## src/include/cprl_pkg.sv

```systemverilog
// shared constants and types for the coprocessor repeat-loop and issue-pipeline block
//------------------------------------------------------------
// Functional notes
//------------------------------------------------------------
// Functional notes
// RULE1: end address is low 7 bits of pc+1+size
// RULE2: end address field sits in bits 22:16
// RULE3: zero count runs once, active flag clear
// RULE4: counter loads on repeat, decrements at end
// RULE5: count zero clears active, block runs count+1
// RULE6: decode stage two classifies host, float, coprocessor
// RULE7: host stall or wait state stalls coprocessor
// RULE8: most coprocessor ops finish in one cycle
// RULE9: pipelined op issues every cycle, result later
// RULE10: rate one third branch metric is pipelined
// RULE11: complex multiply and mac are pipelined
// RULE12: all other ops need no delay slot
// RULE13: complex multiply writes back one cycle later
// RULE14: next instruction avoids pipelined destinations
// RULE15: parallel opcode: pipelined part two, move one
// RULE16: delay slot never writes pipelined destination
// RULE17: any instruction class may fill delay slot; a single-cycle coproc op there is not written back
// RULE18: active flag bit 30 set on repeat
// RULE19: interrupt shadows active flag in bit 31
// RULE20: block size 7 bits in 29:23 from opcode
// RULE21: active and pc at end redirects fetch; the code also requires a nonzero loop_repeat_count
package cprl_pkg;
    // register map, byte addresses
    localparam logic [31:0] REPEAT_BLOCK_STATE_ADDR = 32'h0000_0000;
    localparam logic [31:0] ISSUE_STATUS_ADDR       = 32'h0000_0004;
    localparam logic [31:0] CONTROL_ADDR            = 32'h0000_0008;
    localparam logic [31:0] REPEAT_BLOCK_STATE_RST  = 32'h0000_0000;
    localparam logic [31:0] CONTROL_RST             = 32'h0000_0000;
    // repeat_block_state field positions
    localparam int SHADOW_BIT   = 31;
    localparam int ACTIVE_BIT   = 30;
    localparam int SIZE_LSB     = 23;
    localparam int END_LSB      = 16;
    localparam int COUNT_LSB    = 0;
    localparam int ADDR_W       = 7;
    localparam int COUNT_W      = 16;
    localparam int PC_W         = 22;
    // control bits
    localparam int CTRL_ENABLE_BIT = 0;
    // issue status bits
    localparam int STAT_PEND_BIT   = 0;
    localparam int STAT_CLASS_LSB  = 1;
    localparam int STAT_STALL_BIT  = 3;
    // pipelined operation latency in cycles
    localparam int PIPE_LATENCY    = 2;

    typedef enum logic [1:0] {
        CPRL_CLASS_HOST,
        CPRL_CLASS_FLOAT,
        CPRL_CLASS_COPROC,
        CPRL_CLASS_NONE
    } cprl_class_type;

    typedef enum logic [2:0] {
        CPRL_OP_SINGLE,
        CPRL_OP_BM_RATE3,
        CPRL_OP_CMPY,
        CPRL_OP_CMAC,
        CPRL_OP_MOVE
    } cprl_op_type;
endpackage

```

## src/cprl_core.sv

```systemverilog
// coprocessor repeat-block sequencer, decode classification and write-back timing
//
// Local design decisions: the AHB-Lite register port and the placing of the registers.
`timescale 1ns/10ps
module cprl_core #(
    parameter int RESULT_W = 32,
    parameter int REG_W    = 4
) (
    input  wire logic                        hclk,
    input  wire logic                        hresetn,
    // ahb-lite slave
    input  wire logic                        hsel,
    input  wire logic [31:0]                 haddr,
    input  wire logic [1:0]                  htrans,
    input  wire logic                        hwrite,
    input  wire logic [2:0]                  hsize,
    input  wire logic [31:0]                 hwdata,
    input  wire logic                        hready,
    output logic      [31:0]                 hrdata,
    output logic                             hreadyout,
    output logic                             hresp,
    // host pipeline
    input  wire logic                        host_stall,
    input  wire logic                        mem_wait,
    input  wire logic                        instr_valid,
    input  wire logic                        instr_is_float,
    input  wire logic                        instr_is_coproc,
    input  wire cprl_pkg::cprl_op_type       instr_op,
    input  wire logic                        instr_has_move,
    input  wire logic [REG_W-1:0]            instr_dest,
    input  wire logic [RESULT_W-1:0]         instr_result,
    input  wire logic [cprl_pkg::PC_W-1:0]   pc,
    input  wire logic                        repeat_exec,
    input  wire logic [cprl_pkg::ADDR_W-1:0] repeat_size,
    input  wire logic [cprl_pkg::COUNT_W-1:0] repeat_count,
    input  wire logic                        irq_entry,
    input  wire logic                        irq_return,
    // outputs
    output cprl_pkg::cprl_class_type         decode_class,
    output logic                             coproc_advance,
    output logic                             wb_valid,
    output logic      [REG_W-1:0]            wb_dest,
    output logic      [RESULT_W-1:0]         wb_data,
    output logic                             move_wb_valid,
    output logic                             loop_redirect,
    output logic      [cprl_pkg::PC_W-1:0]   loop_target,
    output logic                             loop_active_flag
);
    import cprl_pkg::*;

    //------------------------------------------------------------
    // repeat-block state
    //------------------------------------------------------------
    logic                 loop_shadow;
    logic [ADDR_W-1:0]    loop_block_size;
    logic [ADDR_W-1:0]    loop_end_address;
    logic [COUNT_W-1:0]   loop_repeat_count;
    logic [PC_W-1:0]      loop_start;
    logic [31:0]          repeat_block_state;
    logic [31:0]          control;
    logic                 advance;
    logic                 at_end;
    logic                 enabled;

    assign enabled = control[CTRL_ENABLE_BIT];
    assign advance = !host_stall && !mem_wait; // RULE7
    assign coproc_advance = advance;
    assign at_end = advance && instr_valid && loop_active_flag
                    && (pc[ADDR_W-1:0] == loop_end_address);

    always_ff @(posedge hclk or negedge hresetn) begin
        if (!hresetn) begin
            loop_block_size  <= '0;
            loop_end_address <= '0;
            loop_start       <= '0;
        end else if (advance && repeat_exec && enabled) begin
            loop_block_size  <= repeat_size; // RULE20
            // ends one word before the next instruction past the block
            loop_end_address <= ADDR_W'(pc + PC_W'(1) + PC_W'(repeat_size)); // RULE1
            loop_start       <= PC_W'(pc + PC_W'(1));
        end
    end

    always_ff @(posedge hclk or negedge hresetn) begin
        if (!hresetn) begin
            loop_repeat_count <= '0;
        end else if (advance && repeat_exec && enabled) begin
            loop_repeat_count <= repeat_count; // RULE4
        end else if (at_end && loop_repeat_count != '0) begin
            loop_repeat_count <= loop_repeat_count - COUNT_W'(1); // RULE4
        end
    end

    // interrupt bookkeeping beats loop events on the active flag in the same cycle; the count still loads or decrements
    always_ff @(posedge hclk or negedge hresetn) begin
        if (!hresetn) begin
            loop_active_flag <= 1'b0;
            loop_shadow      <= 1'b0;
        end else if (irq_entry) begin
            loop_shadow      <= loop_active_flag; // RULE19
            loop_active_flag <= 1'b0;
        end else if (irq_return) begin
            loop_active_flag <= loop_shadow; // RULE19
            loop_shadow      <= 1'b0;
        end else if (advance && repeat_exec && enabled) begin
            loop_active_flag <= (repeat_count != '0); // RULE18 RULE3
        end else if (at_end && loop_repeat_count == COUNT_W'(1)) begin
            // last decrement: clear now, final pass runs unredirected
            loop_active_flag <= 1'b0; // RULE5
        end
    end

    // redirect while more passes remain; the pass after reaching zero falls through
    assign loop_redirect = at_end && (loop_repeat_count != '0); // RULE21 RULE5
    assign loop_target   = loop_start;

    assign repeat_block_state = {loop_shadow, loop_active_flag, loop_block_size,
                                 loop_end_address, loop_repeat_count}; // RULE2

    //------------------------------------------------------------
    // decode stage two classification
    //------------------------------------------------------------
    always_comb begin
        if (!instr_valid) begin
            decode_class = CPRL_CLASS_NONE;
        end else if (instr_is_coproc) begin
            decode_class = CPRL_CLASS_COPROC; // RULE6
        end else if (instr_is_float) begin
            decode_class = CPRL_CLASS_FLOAT;
        end else begin
            decode_class = CPRL_CLASS_HOST;
        end
    end

    //------------------------------------------------------------
    // execute and write-back timing
    //------------------------------------------------------------
    logic is_coproc;
    logic is_pipelined;
    logic pend_valid;
    logic [REG_W-1:0] pend_dest;
    logic [RESULT_W-1:0] pend_data;

    assign is_coproc = advance && decode_class == CPRL_CLASS_COPROC;
    always_comb begin
        case (instr_op)
            CPRL_OP_BM_RATE3: is_pipelined = 1'b1; // RULE10
            CPRL_OP_CMPY:     is_pipelined = 1'b1; // RULE11 RULE13
            CPRL_OP_CMAC:     is_pipelined = 1'b1; // RULE11
            default:          is_pipelined = 1'b0; // RULE12
        endcase
    end

    // second stage of a pipelined op; a new issue may enter every cycle
    always_ff @(posedge hclk or negedge hresetn) begin
        if (!hresetn) begin
            pend_valid <= 1'b0;
            pend_dest  <= '0;
            pend_data  <= '0;
        end else if (advance) begin
            pend_valid <= is_coproc && is_pipelined; // RULE9
            pend_dest  <= instr_dest;
            pend_data  <= instr_result;
        end
    end

    // in the slot cycle wb takes only the pending result; a single-cycle coproc result issued there is dropped, its move part still sets move_wb_valid
    always_ff @(posedge hclk or negedge hresetn) begin
        if (!hresetn) begin
            wb_valid      <= 1'b0;
            wb_dest       <= '0;
            wb_data       <= '0;
            move_wb_valid <= 1'b0;
        end else if (!advance) begin
            wb_valid      <= 1'b0; // RULE7
            move_wb_valid <= 1'b0;
        end else if (pend_valid) begin
            wb_valid      <= 1'b1; // RULE9 RULE13 RULE16
            wb_dest       <= pend_dest;
            wb_data       <= pend_data;
            move_wb_valid <= is_coproc && instr_has_move; // RULE15
        end else begin
            wb_valid      <= is_coproc && !is_pipelined; // RULE8
            wb_dest       <= instr_dest;
            wb_data       <= instr_result;
            move_wb_valid <= is_coproc && instr_has_move; // RULE15
        end
    end

    //------------------------------------------------------------
    // ahb-lite slave, zero wait states
    //------------------------------------------------------------
    logic        dp_write;
    logic        dp_read;
    logic [31:0] dp_addr;

    always_ff @(posedge hclk or negedge hresetn) begin
        if (!hresetn) begin
            dp_write <= 1'b0;
            dp_read  <= 1'b0;
            dp_addr  <= '0;
        end else if (hready) begin
            dp_write <= hsel && htrans[1] && hwrite;
            dp_read  <= hsel && htrans[1] && !hwrite;
            dp_addr  <= haddr;
        end
    end

    always_ff @(posedge hclk or negedge hresetn) begin
        if (!hresetn) begin
            control <= CONTROL_RST;
        end else if (dp_write && dp_addr == CONTROL_ADDR) begin
            control <= {31'h0000_0000, hwdata[CTRL_ENABLE_BIT]};
        end
    end

    always_comb begin
        hrdata = 32'h0000_0000;
        if (dp_read) begin
            case (dp_addr)
                REPEAT_BLOCK_STATE_ADDR: hrdata = repeat_block_state;
                ISSUE_STATUS_ADDR:       hrdata = {28'h000_0000, !advance, decode_class, pend_valid};
                CONTROL_ADDR:            hrdata = control;
                default:                 hrdata = 32'h0000_0000;
            endcase
        end
    end

    assign hreadyout = 1'b1;
    assign hresp     = 1'b0;
endmodule

```

## config.mk

```make
export PLATFORM = sky130hd
export DESIGN_NAME = cprl_core
export DESIGN_NICKNAME = d
export VERILOG_FILES = /design/src/include/cprl_pkg.sv /design/src/cprl_core.sv
export SDC_FILE = /design/constraint.sdc
export NUM_CORES = 1
export LEC_CHECK = 0
export BUFFER_PORTS_ARGS = -buffer_cell sky130_fd_sc_hd__buf_4
export CORE_UTILIZATION = 43
export DETAILED_ROUTE_END_ITERATION = 10
export PLACE_DENSITY = 0.67
export SYNTH_ARGS = -nofsm -noshare
export SYNTH_HDL_FRONTEND = slang
export SYNTH_SLANG_ARGS = --single-unit
```

## constraint.sdc

```tcl
create_clock -name hclk -period 3.1 [get_ports hclk]
set_input_delay 0.62 -clock hclk [delete_from_list [all_inputs] [get_ports hclk]]
set_output_delay 0.62 -clock hclk [all_outputs]
set_load 0.01 [all_outputs]
```

==> impl_metrics.tcl, run 1 <==
set metrics [dict create \
    seq_area_frac_synth_pct 51.9 \
    hold_slack_ns 0.163 \
    crit_path_start_kind "flop" \
    syn_area_um2 7910 \
    rsz0062_at_grt "true" \
    swShare_pct 29.4 \
    synth_cell_types 56 \
    path_cells "nor4_4 -> nand4_1 -> or4_4 -> nor2_4 -> buf_12 -> and2_1 -> buf_4" \
    worst_path_max_delay_cell "or4_4" \
    p_sw_mw 1.76 \
    antenna_cells 0 \
    ir_worst_vdd_mv 0.370 \
    p_int_mw 4.23 \
    violations "negative setup slack" \
    slew_headroom_pct 54.4 \
    setup_ws_ns -0.00708 \
    core_um2 18000 \
    wire_per_inst_um 16.1 \
    rows 49 \
    synthFlopType "dfrtp_1" \
    synth-warning-count 0 \
    cts_buffers 17 \
    grt_usage_pct 20.9 \
    path_class "flop to output pin" \
    dp_cells 1160 \
    gp_congestion 0.804 \
    syn_nets 907 \
    cts.htree.levels 4 \
    fillCellCount 1585 \
    power.share.combinational_pct 19.2 \
    dieArea_um2 18900 \
    synth_top_area_share_pct 51.9 \
    worst_slew_pin_slew_ns 0.685 \
    antenna_found_initial 0 \
    dieWidth_um 138 \
    skew_ns 0.0133 \
    slowest_delay_ns 0.57 \
    final_cell_count_no_fill 1193 \
    min_path_type "input pin to asynchronous set/reset pin" \
    synthArstFlopShare_pct 100 \
    hpwlAfterDp_um 13900 \
    grt_pass1_wl_um 30100 \
    drc 0 \
    ys_seq_elements 164 \
    hold_viol 0 \
    drv_cap 0 \
    p_per_area_nw_per_um2 568 \
    seqPwrFrac_pct 44.9 \
    netlist_instances 728 \
    numPortBuffers 228 \
    synth_edf_count 0 \
    grt_start_max_net_pins 62 \
    cts.sinks 164 \
    clkPwrFrac_pct 35.9 \
    leakage_nw 4.75 \
    final_antenna_net_count 0 \
    area_delta_synth_final_pct 33.2 \
    pin_count 266 \
    cp.required_ns 2.48 \
    setup_violations 10 \
    clock_path_buffers 2 \
    fin_nets 1130 \
    crit_arrival_ns 2.49 \
    insertion_delay_ns 0.42 \
    via_count 6063 \
    postSynthAreaPerCell_um2 10.9 \
    drt-initial-drc-count 242 \
    timing.fmax_mhz 322 \
    worst_setup_path_end_kind "output pin" \
    drive_above_1_share_pct 38.4 \
    synth_common_cells "dfrtp_1, nand2_1, mux2_2" \
    path_max_fanout 28 \
    fp.dieH_um 138 \
    synth.largest_area_cell "dfrtp_1" \
    finalWirelength_um 19200 \
    fin_crit_ns 3.11 \
    drt-pass1-iter-count 4 \
    finalMaxSlewViolations 0 \
    final_core_util_pct 58.5 \
    root_buffer "clkbuf_16" \
    status "finished with violations" \
    cts.clk_slew.worst_paths_ns 0.07 \
    grt_pass1_vias 5912 \
    post-route-period-util_pct 100 \
    grt_overflow 0 \
    yosys.cell_count.top_type "dfrtp_1" \
    cts_tree "yes" \
    tns_ns -0.0402 \
    route.detailed.vias_per_inst 5.08 \
    start_util_pct 43.9 \
    synth_area_leaders "dfrtp_1, mux2_2, mux2i_1" \
]
==> cell type report <==
class                      instances  area [um2]  share of cell area [%]
timing repair buffer             243        1860                    17.6
clock buffer                      17         425                    4.04
sequential                       164        4110                    39.0
clock inverter                    15         179                    1.70
tap                              229         287                    2.72
multi-input combinational        515        3650                    34.6
inverter                          10        37.5                   0.356
==> critical path, delay by kind of cell (launching register included) <==
kind | cells | cell delay [ns]
and+or+nand+nor | 5 | 1.35
DFF | 1 | 0.42
buffers and inverters | 2 | 0.30
==> per-stage QoR <==
step	total power [mW]	area, um2	setup slack, ns
floorplan	3.31	7910	0.511
global placement	3.86	9890	0.332
detailed placement	3.89	9890	0.329
CTS	6.06	10500	-0.0382
global route	6.32	10500	-0.166
finish	5.99	10500	-0.00708
==> power by group through the flow <==
stage               clock network [mW]  logic, mW  registers (mW)
floorplan                            0      0.587            2.73
global placement                     0       1.14            2.72
detailed placement                   0       1.16            2.72
CTS                               2.20       1.17            2.69
global route                      2.29       1.29            2.74
finish                            2.15       1.15            2.69
==> path summary, 6_finish.rpt <==
path / from / slack, ns / to / cells past startpoint
setup / recovery: dp_addr[25] / -0.007 / hrdata[18] / 7
hold / removal: hresetn / 0.16 / dp_addr[25] / 1
setup reg to reg: loop_repeat_count[0] / 0.82 / loop_repeat_count[8] / 8
hold reg to reg: loop_block_size[6] / 0.48 / loop_block_size[6] / 2
max in group asynchronous: hresetn / 2.17 / pend_data[22] / 2
min in group hclk: irq_entry / 0.37 / loop_active_flag / 2
==> state kept, by name (all words and copies together) (netlist names), 7 cells and up <==
| name | flops |
|---|---|
| loop_repeat_count | 16 |
| loop_target | 22 |
| dp_addr | 32 |
| loop_block_size | 7 |
| loop_end_address | 7 |
| wb_data | 32 |
| pend_data | 32 |
==> metal layers <==
layer	track usage, %	routed length [um]	vias to the layer above
met5	0	0	-
met4	6.78	242	0
met3	5.11	1180	19
met2	34.1	9290	156
met1	27.1	8520	2912
li1	-	-	2976
==> cells in the final DEF, fill, tap and decap left out, types with 11 or more instances in the layout <==
cell / synthesis / final
a21oi_1: 44 / 44
and2_1: 28 / 27
buf_4: 2 / 239
clkbuf_16: 0 / 17
dfrtp_1: 164 / 163
ha_1: 11 / 11
mux2_2: 70 / 70
mux2i_1: 38 / 38
nand2_1: 87 / 87
nand3_1: 13 / 12
nor2_1: 56 / 55
nor4_1: 15 / 13
o21ai_0: 28 / 28
o21ai_1: 12 / 12
xnor2_1: 17 / 17
xor2_1: 26 / 26
==> cell families (layout without fill, tap and decap cells) <==
group	after synthesis	after routing	synth area share [%]
multiplexers	108	108	14.8
AND/OR/NAND/NOR	245	245	15.9
other	2	2	0.0949
flip-flops	164	164	51.9
XOR/XNOR	46	46	5.38
buffers and inverters	49	285	2.61
adder cells (fa/ha/maj)	12	12	1.99
AO/OA/AOI/OAI	102	102	7.40
==> repair_timing <==
item / CTS / global route
hold buffers: 0 / 0
pin swaps: 2 / 1
setup endpoints to repair: 28 / 28
gates resized for setup: 6 / 1
setup buffers: 0 / 1
Power figures use the tool's default switching activity.
==> inputs of run 2 (changes only) <==
Settings changed: PLACE_DENSITY 0.67 to 0.7.
Clock period 3.1 ns to 2.65 ns, I/O delays scaled along.
==> run 2 against run 1 <==
  * The flow still finishes with violations (negative setup slack)
  * Worst hold slack lost 0.16 ns
  * Power grew 17%
  * Sequential share of layout area shrank 0.32 points
  * Clock power grew 15%
  * Combinational power grew 21%
  * Final cell count grew 0.34%
  * Non-clock buffer count grew 5
  * Via count grew 0.46%
  * Setup slack lost 0.35 ns
==> impl_metrics.tcl, run 2 (synthesis results as in run 1) <==
set metrics [dict create \
    status "finished with violations" \
    violations "negative setup slack" \
    worst_path_max_delay_cell "or4_4" \
    clock_path_buffers 2 \
    tns_ns -10.16 \
    fin_nets 1135 \
    dieWidth_um 138 \
    hold_slack_ns 0.00646 \
    cp-startpoint "dp_addr[25]" \
    final_cell_mix "buf_4, dfrtp_1, nand2_1" \
    skew_ns 0.00800 \
    grt_overflow 0 \
    ir_worst_vdd_mv 0.421 \
    gp_congestion 0.824 \
    numPortBuffers 228 \
    fp.dieH_um 138 \
    insertion_delay_ns 0.42 \
    cts_buffers 17 \
    r2r_setup_slack_ns 0.40 \
    multi_input_area_um2 3680 \
    power_mw 7.00 \
    cp.required_ns 2.12 \
    cts.htree.levels 4 \
    setup_ws_ns -0.357 \
    hold_viol 0 \
    wire_per_inst_um 15.9 \
    cts.sinks 164 \
    finalMaxSlewViolations 0 \
    cts_tree "yes" \
    drc 0 \
    start_util_pct 43.9 \
    p_per_area_nw_per_um2 659 \
    drv_cap 0 \
    r2r_start "loop_repeat_count[0]" \
    placed_cell_area_um2 9960 \
    rsz0062_at_grt "true" \
    grt_usage_pct 20.4 \
    fillCellCount 1564 \
    ff_latch_area_um2 4110 \
    finalWirelength_um 19000 \
    crit_family "simple AND/OR/NAND/NOR gates" \
    worst_setup_path_end_kind "output pin" \
    fin_crit_ns 3.01 \
    timing.fmax_mhz 333 \
    drive_above_1_share_pct 39.3 \
    post-route-period-util_pct 113 \
    path_max_fanout 28 \
    drt-pass1-iter-count 6 \
    crit_path_start_kind "flop" \
    grt_pass1_vias 5867 \
    grt_start_max_net_pins 81 \
    pin_count 266 \
    final_common_cell "buf_4" \
    antenna_cells 0 \
    hpwlAfterDp_um 13800 \
    path_cells "nor4_4 -> nand4_1 -> or4_4 -> nor2_4 -> buf_12 -> and2_1 -> buf_4" \
    core_um2 18000 \
    min_path_type "input pin to asynchronous set/reset pin" \
    crit_arrival_ns 2.48 \
    slew_headroom_pct 33.5 \
    final_core_util_pct 59.0 \
    leakage_nw 4.79 \
    route.detailed.vias_per_inst 5.09 \
    drt-initial-drc-count 199 \
    via_count 6091 \
    top_regs "dp_addr x32, pend_data x32, wb_data x32" \
    dieArea_um2 18900 \
    setup_violations 31 \
    final_antenna_net_count 0 \
    rows 49 \
    grt_pass1_wl_um 29800 \
    critPathBufInv 2 \
    area_delta_synth_final_pct 34.3 \
    final_area_um2 10600 \
    path_class "flop to output pin" \
    antenna_found_initial 0 \
    worst_slew_pin_slew_ns 0.991 \
    cts.clk_slew.worst_paths_ns 0.07 \
    slowest_delay_ns 0.56 \
    root_buffer "clkbuf_16" \
]
## run 2: changes by cell type in the layout (fill, tap and decap cells not counted), moves of 2 or more
cell,previous run,this run
clkinv_8,2,0
clkinv_4,1,3
inv_6,5,1
inv_8,5,2
buf_12,2,5
xnor2_1,17,14
clkinv_2,0,2
buf_4,239,242
clkinvlp_4,1,3
xnor2_2,1,4
## run 2: cell type report
cell class,instances,area share (%)
tap,229,2.70
clock buffer,18,4.13
clock inverter,13,1.41
timing repair buffer,248,18.1
inverter,10,0.353
sequential,164,38.6
multi-input combinational,515,34.6
## run 2: report_power, final
group          switching (mW)  leakage (nW)  internal (mW)  total (mW)
clock network            1.05         0.282           1.42        2.47
logic                   0.653          2.56          0.735        1.39
registers               0.264          1.95           2.88        3.14
## run 2: worst paths after layout
| check | to | depth (start not counted) |
|---|---|---|
| worst max-delay path | hrdata[13] | 7 |
| worst min-delay path | dp_addr[25] | 1 |
| worst max register to register | loop_repeat_count[13] | 7 |
| worst min register to register | loop_block_size[6] | 2 |
| max in group asynchronous | loop_target[6] | 2 |
| min in group hclk | loop_active_flag | 2 |
## run 2: stage by stage
step,instances,worst slack (ns)
6_report,1197,-0.357
5_1_grt,1197,-0.495
4_1_cts,1197,-0.355
3_5_place_dp,1164,0.0182
3_3_place_gp,1164,0.0545
2_1_floorplan,728,0.223
## run 2: repair_timing
item,CTS,global route
endpoints found under the setup margin,32,32
pin swaps,1,3
hold buffers,0,0
gates resized for setup,6,6
gates cloned,0,0
setup buffers,2,0
## run 2: per-layer routing
layer  vias to the layer above  share of wire, %  global-route usage, %
li1                       2983                 -                      -
met1                      2930                45                   26.5
met2                       155                48                   33.2
met3                        23               5.6                   4.93
met4                         0               2.0                   7.33
met5                         -                 0                      0
==> inputs of run 3 (changes only) <==
Settings changed: CORE_MARGIN set to 3.
==> run 3 against run 2 <==
  * The run still ends with negative setup slack left
  * Setup slack better by 0.076 ns
  * Critical path depth unchanged
  * Sequential share of layout area down 0.22 points
  * Wire length up 6.2%
  * Combinational power about the same
  * Highest routed layer unchanged
==> impl_metrics.tcl, run 3 (synthesis results as in run 1) <==
set metrics [dict create \
    timing.fmax_mhz 341 \
    setup_violations 31 \
    core_um2 17700 \
    dieArea_um2 20100 \
    rows 48 \
    min_path_type "input pin to flop" \
    p_sw_mw 1.94 \
    grt_start_max_net_pins 66 \
    area_delta_synth_final_pct 35.2 \
    worst_setup_path_end_kind "output pin" \
    grt_usage_pct 20.0 \
    start_util_pct 44.8 \
    drc 0 \
    slew_headroom_pct 31.9 \
    swShare_pct 27.6 \
    via_count 6141 \
    setup_ws_ns -0.281 \
    ir_worst_vdd_mv 0.442 \
    dp_slack_ns -0.000945 \
    multi_input_area_um2 3720 \
    antenna_found_initial 1 \
    grt_overflow 0 \
    final_core_util_pct 60.6 \
    grt_pass1_vias 6108 \
    power.share.combinational_pct 19.9 \
    cp-startpoint "dp_addr[1]" \
    ff_latch_area_um2 4110 \
    fillCellCount 1507 \
    rsz0062_at_grt "true" \
    cts.clk_slew.worst_paths_ns 0.06 \
    p_per_area_nw_per_um2 658 \
    skew_ns 0.00936 \
    drt-pass1-iter-count 6 \
    crit_arrival_ns 2.40 \
    status "finished with violations" \
    cts_buffers 17 \
    cts_tree "yes" \
    crit_path_start_kind "flop" \
    top_regs "dp_addr x32, pend_data x32, wb_data x32" \
    hpwlAfterDp_um 14600 \
    fp.dieH_um 142 \
    cts.sinks 164 \
    violations "negative setup slack" \
    cp.required_ns 2.12 \
    fin_crit_ns 2.93 \
    final_cell_mix "buf_4, dfrtp_1, nand2_1" \
    hold_viol 0 \
    r2r_setup_slack_ns 0.39 \
    p_int_mw 5.10 \
    final_common_cell "buf_4" \
    path_max_fanout 28 \
    drt-initial-drc-count 207 \
    holdPathStages 2 \
    drv_cap 0 \
    numPortBuffers 228 \
    grt_pass1_wl_um 32000 \
    final_antenna_net_count 0 \
    path_class "flop to output pin" \
    clkPwrFrac_pct 35.3 \
    gp_congestion 0.806 \
    root_buffer "clkbuf_16" \
    dieWidth_um 142 \
    finalWirelength_um 20200 \
    drive_above_1_share_pct 40.3 \
    route.detailed.vias_per_inst 5.12 \
    post-route-period-util_pct 111 \
    cts.htree.levels 4 \
    wire_per_inst_um 16.8 \
    finalMaxSlewViolations 0 \
    worstHoldStart "irq_entry" \
    fin_nets 1141 \
    worst_slew_pin_slew_ns 1.01 \
    insertion_delay_ns 0.42 \
    r2r_start "loop_repeat_count[0]" \
    leakage_nw 4.82 \
    seqPwrFrac_pct 44.9 \
    pin_count 266 \
    clock_path_buffers 2 \
    r2r_cells 7 \
]
[run 3: cell count changes in the layout (fill, tap and decap cells not counted), sizes merged]
cell / previous run / this run
dlygate4sd3: 0 / 1
inv: 13 / 11
clkinv: 5 / 7
clkinvlp: 3 / 1
bufinv: 2 / 3
buf: 248 / 253
diode: 0 / 1
clkbuf: 18 / 19
[run 3: layout make-up]
class	count	share of cell area, %
multi-input combinational	515	34.7
tap	225	2.63
sequential	164	38.4
clock buffer	19	4.05
inverter	10	0.351
antenna	1	0.0234
clock inverter	12	1.46
timing repair buffer	254	18.3
[run 3: timing repair]
| item | 4_1_cts | 5_1_grt |
|---|---|---|
| endpoints found under the hold margin | 2 | 0 |
| gates resized for setup | 10 | 15 |
| pin swaps | 0 | 3 |
| endpoints found under the setup margin | 32 | 33 |
| hold buffers | 1 | 0 |
| buffers inserted | 3 | 5 |
[run 3: worst paths after layout]
check                                             end
worst max-delay path                       hrdata[18]
worst min-delay path                 loop_active_flag
worst max register to register  loop_repeat_count[11]
worst min register to register     loop_block_size[5]
max in group asynchronous         loop_end_address[6]
min in group asynchronous                  dp_addr[6]
[run 3: worst max-delay path, stage by stage (launching register included)]
cell,delay [ns]
dfrtp_1,0.41
nor4_4,0.30
nand4_1,0.17
or4_4,0.54
nor2_4,0.12
buf_12,0.17
and2_1,0.15
buf_4,0.12
[run 3: power by group through the flow]
stage / clock network, mW / registers (mW) / logic (mW)
after floorplan: 0 / 3.19 / 0.687
after global placement: 0 / 3.17 / 1.35
after detailed placement: 0 / 3.19 / 1.37
after CTS: 2.53 / 3.15 / 1.39
after global routing: 2.64 / 3.21 / 1.55
final: 2.48 / 3.16 / 1.40
[run 3: per-layer routing]
metal / vias up / global-route usage, % / part of all wire (%)
met3: 29 / 4.62 / 5.9
met5: - / 0 / 0
met2: 173 / 32.6 / 48
met4: 0 / 6.01 / 2.1
met1: 2956 / 26.6 / 44
li1: 2983 / - / -
[run 3: through the flow]
stage | area, um2 | setup TNS [ns] | power (mW) | hold slack (ns) | cells
2_1_floorplan | 7910 | 0 | 3.88 | 0.234 | 728
3_3_place_gp | 9920 | 0 | 4.52 | 0.451 | 1159
3_5_place_dp | 9920 | -0.000945 | 4.56 | 0.453 | 1159
4_1_cts | 10600 | -8.95 | 7.08 | 0.260 | 1194
5_1_grt | 10700 | -11.30 | 7.40 | 0.263 | 1200
6_report | 10700 | -8.19 | 7.04 | 0.284 | 1200
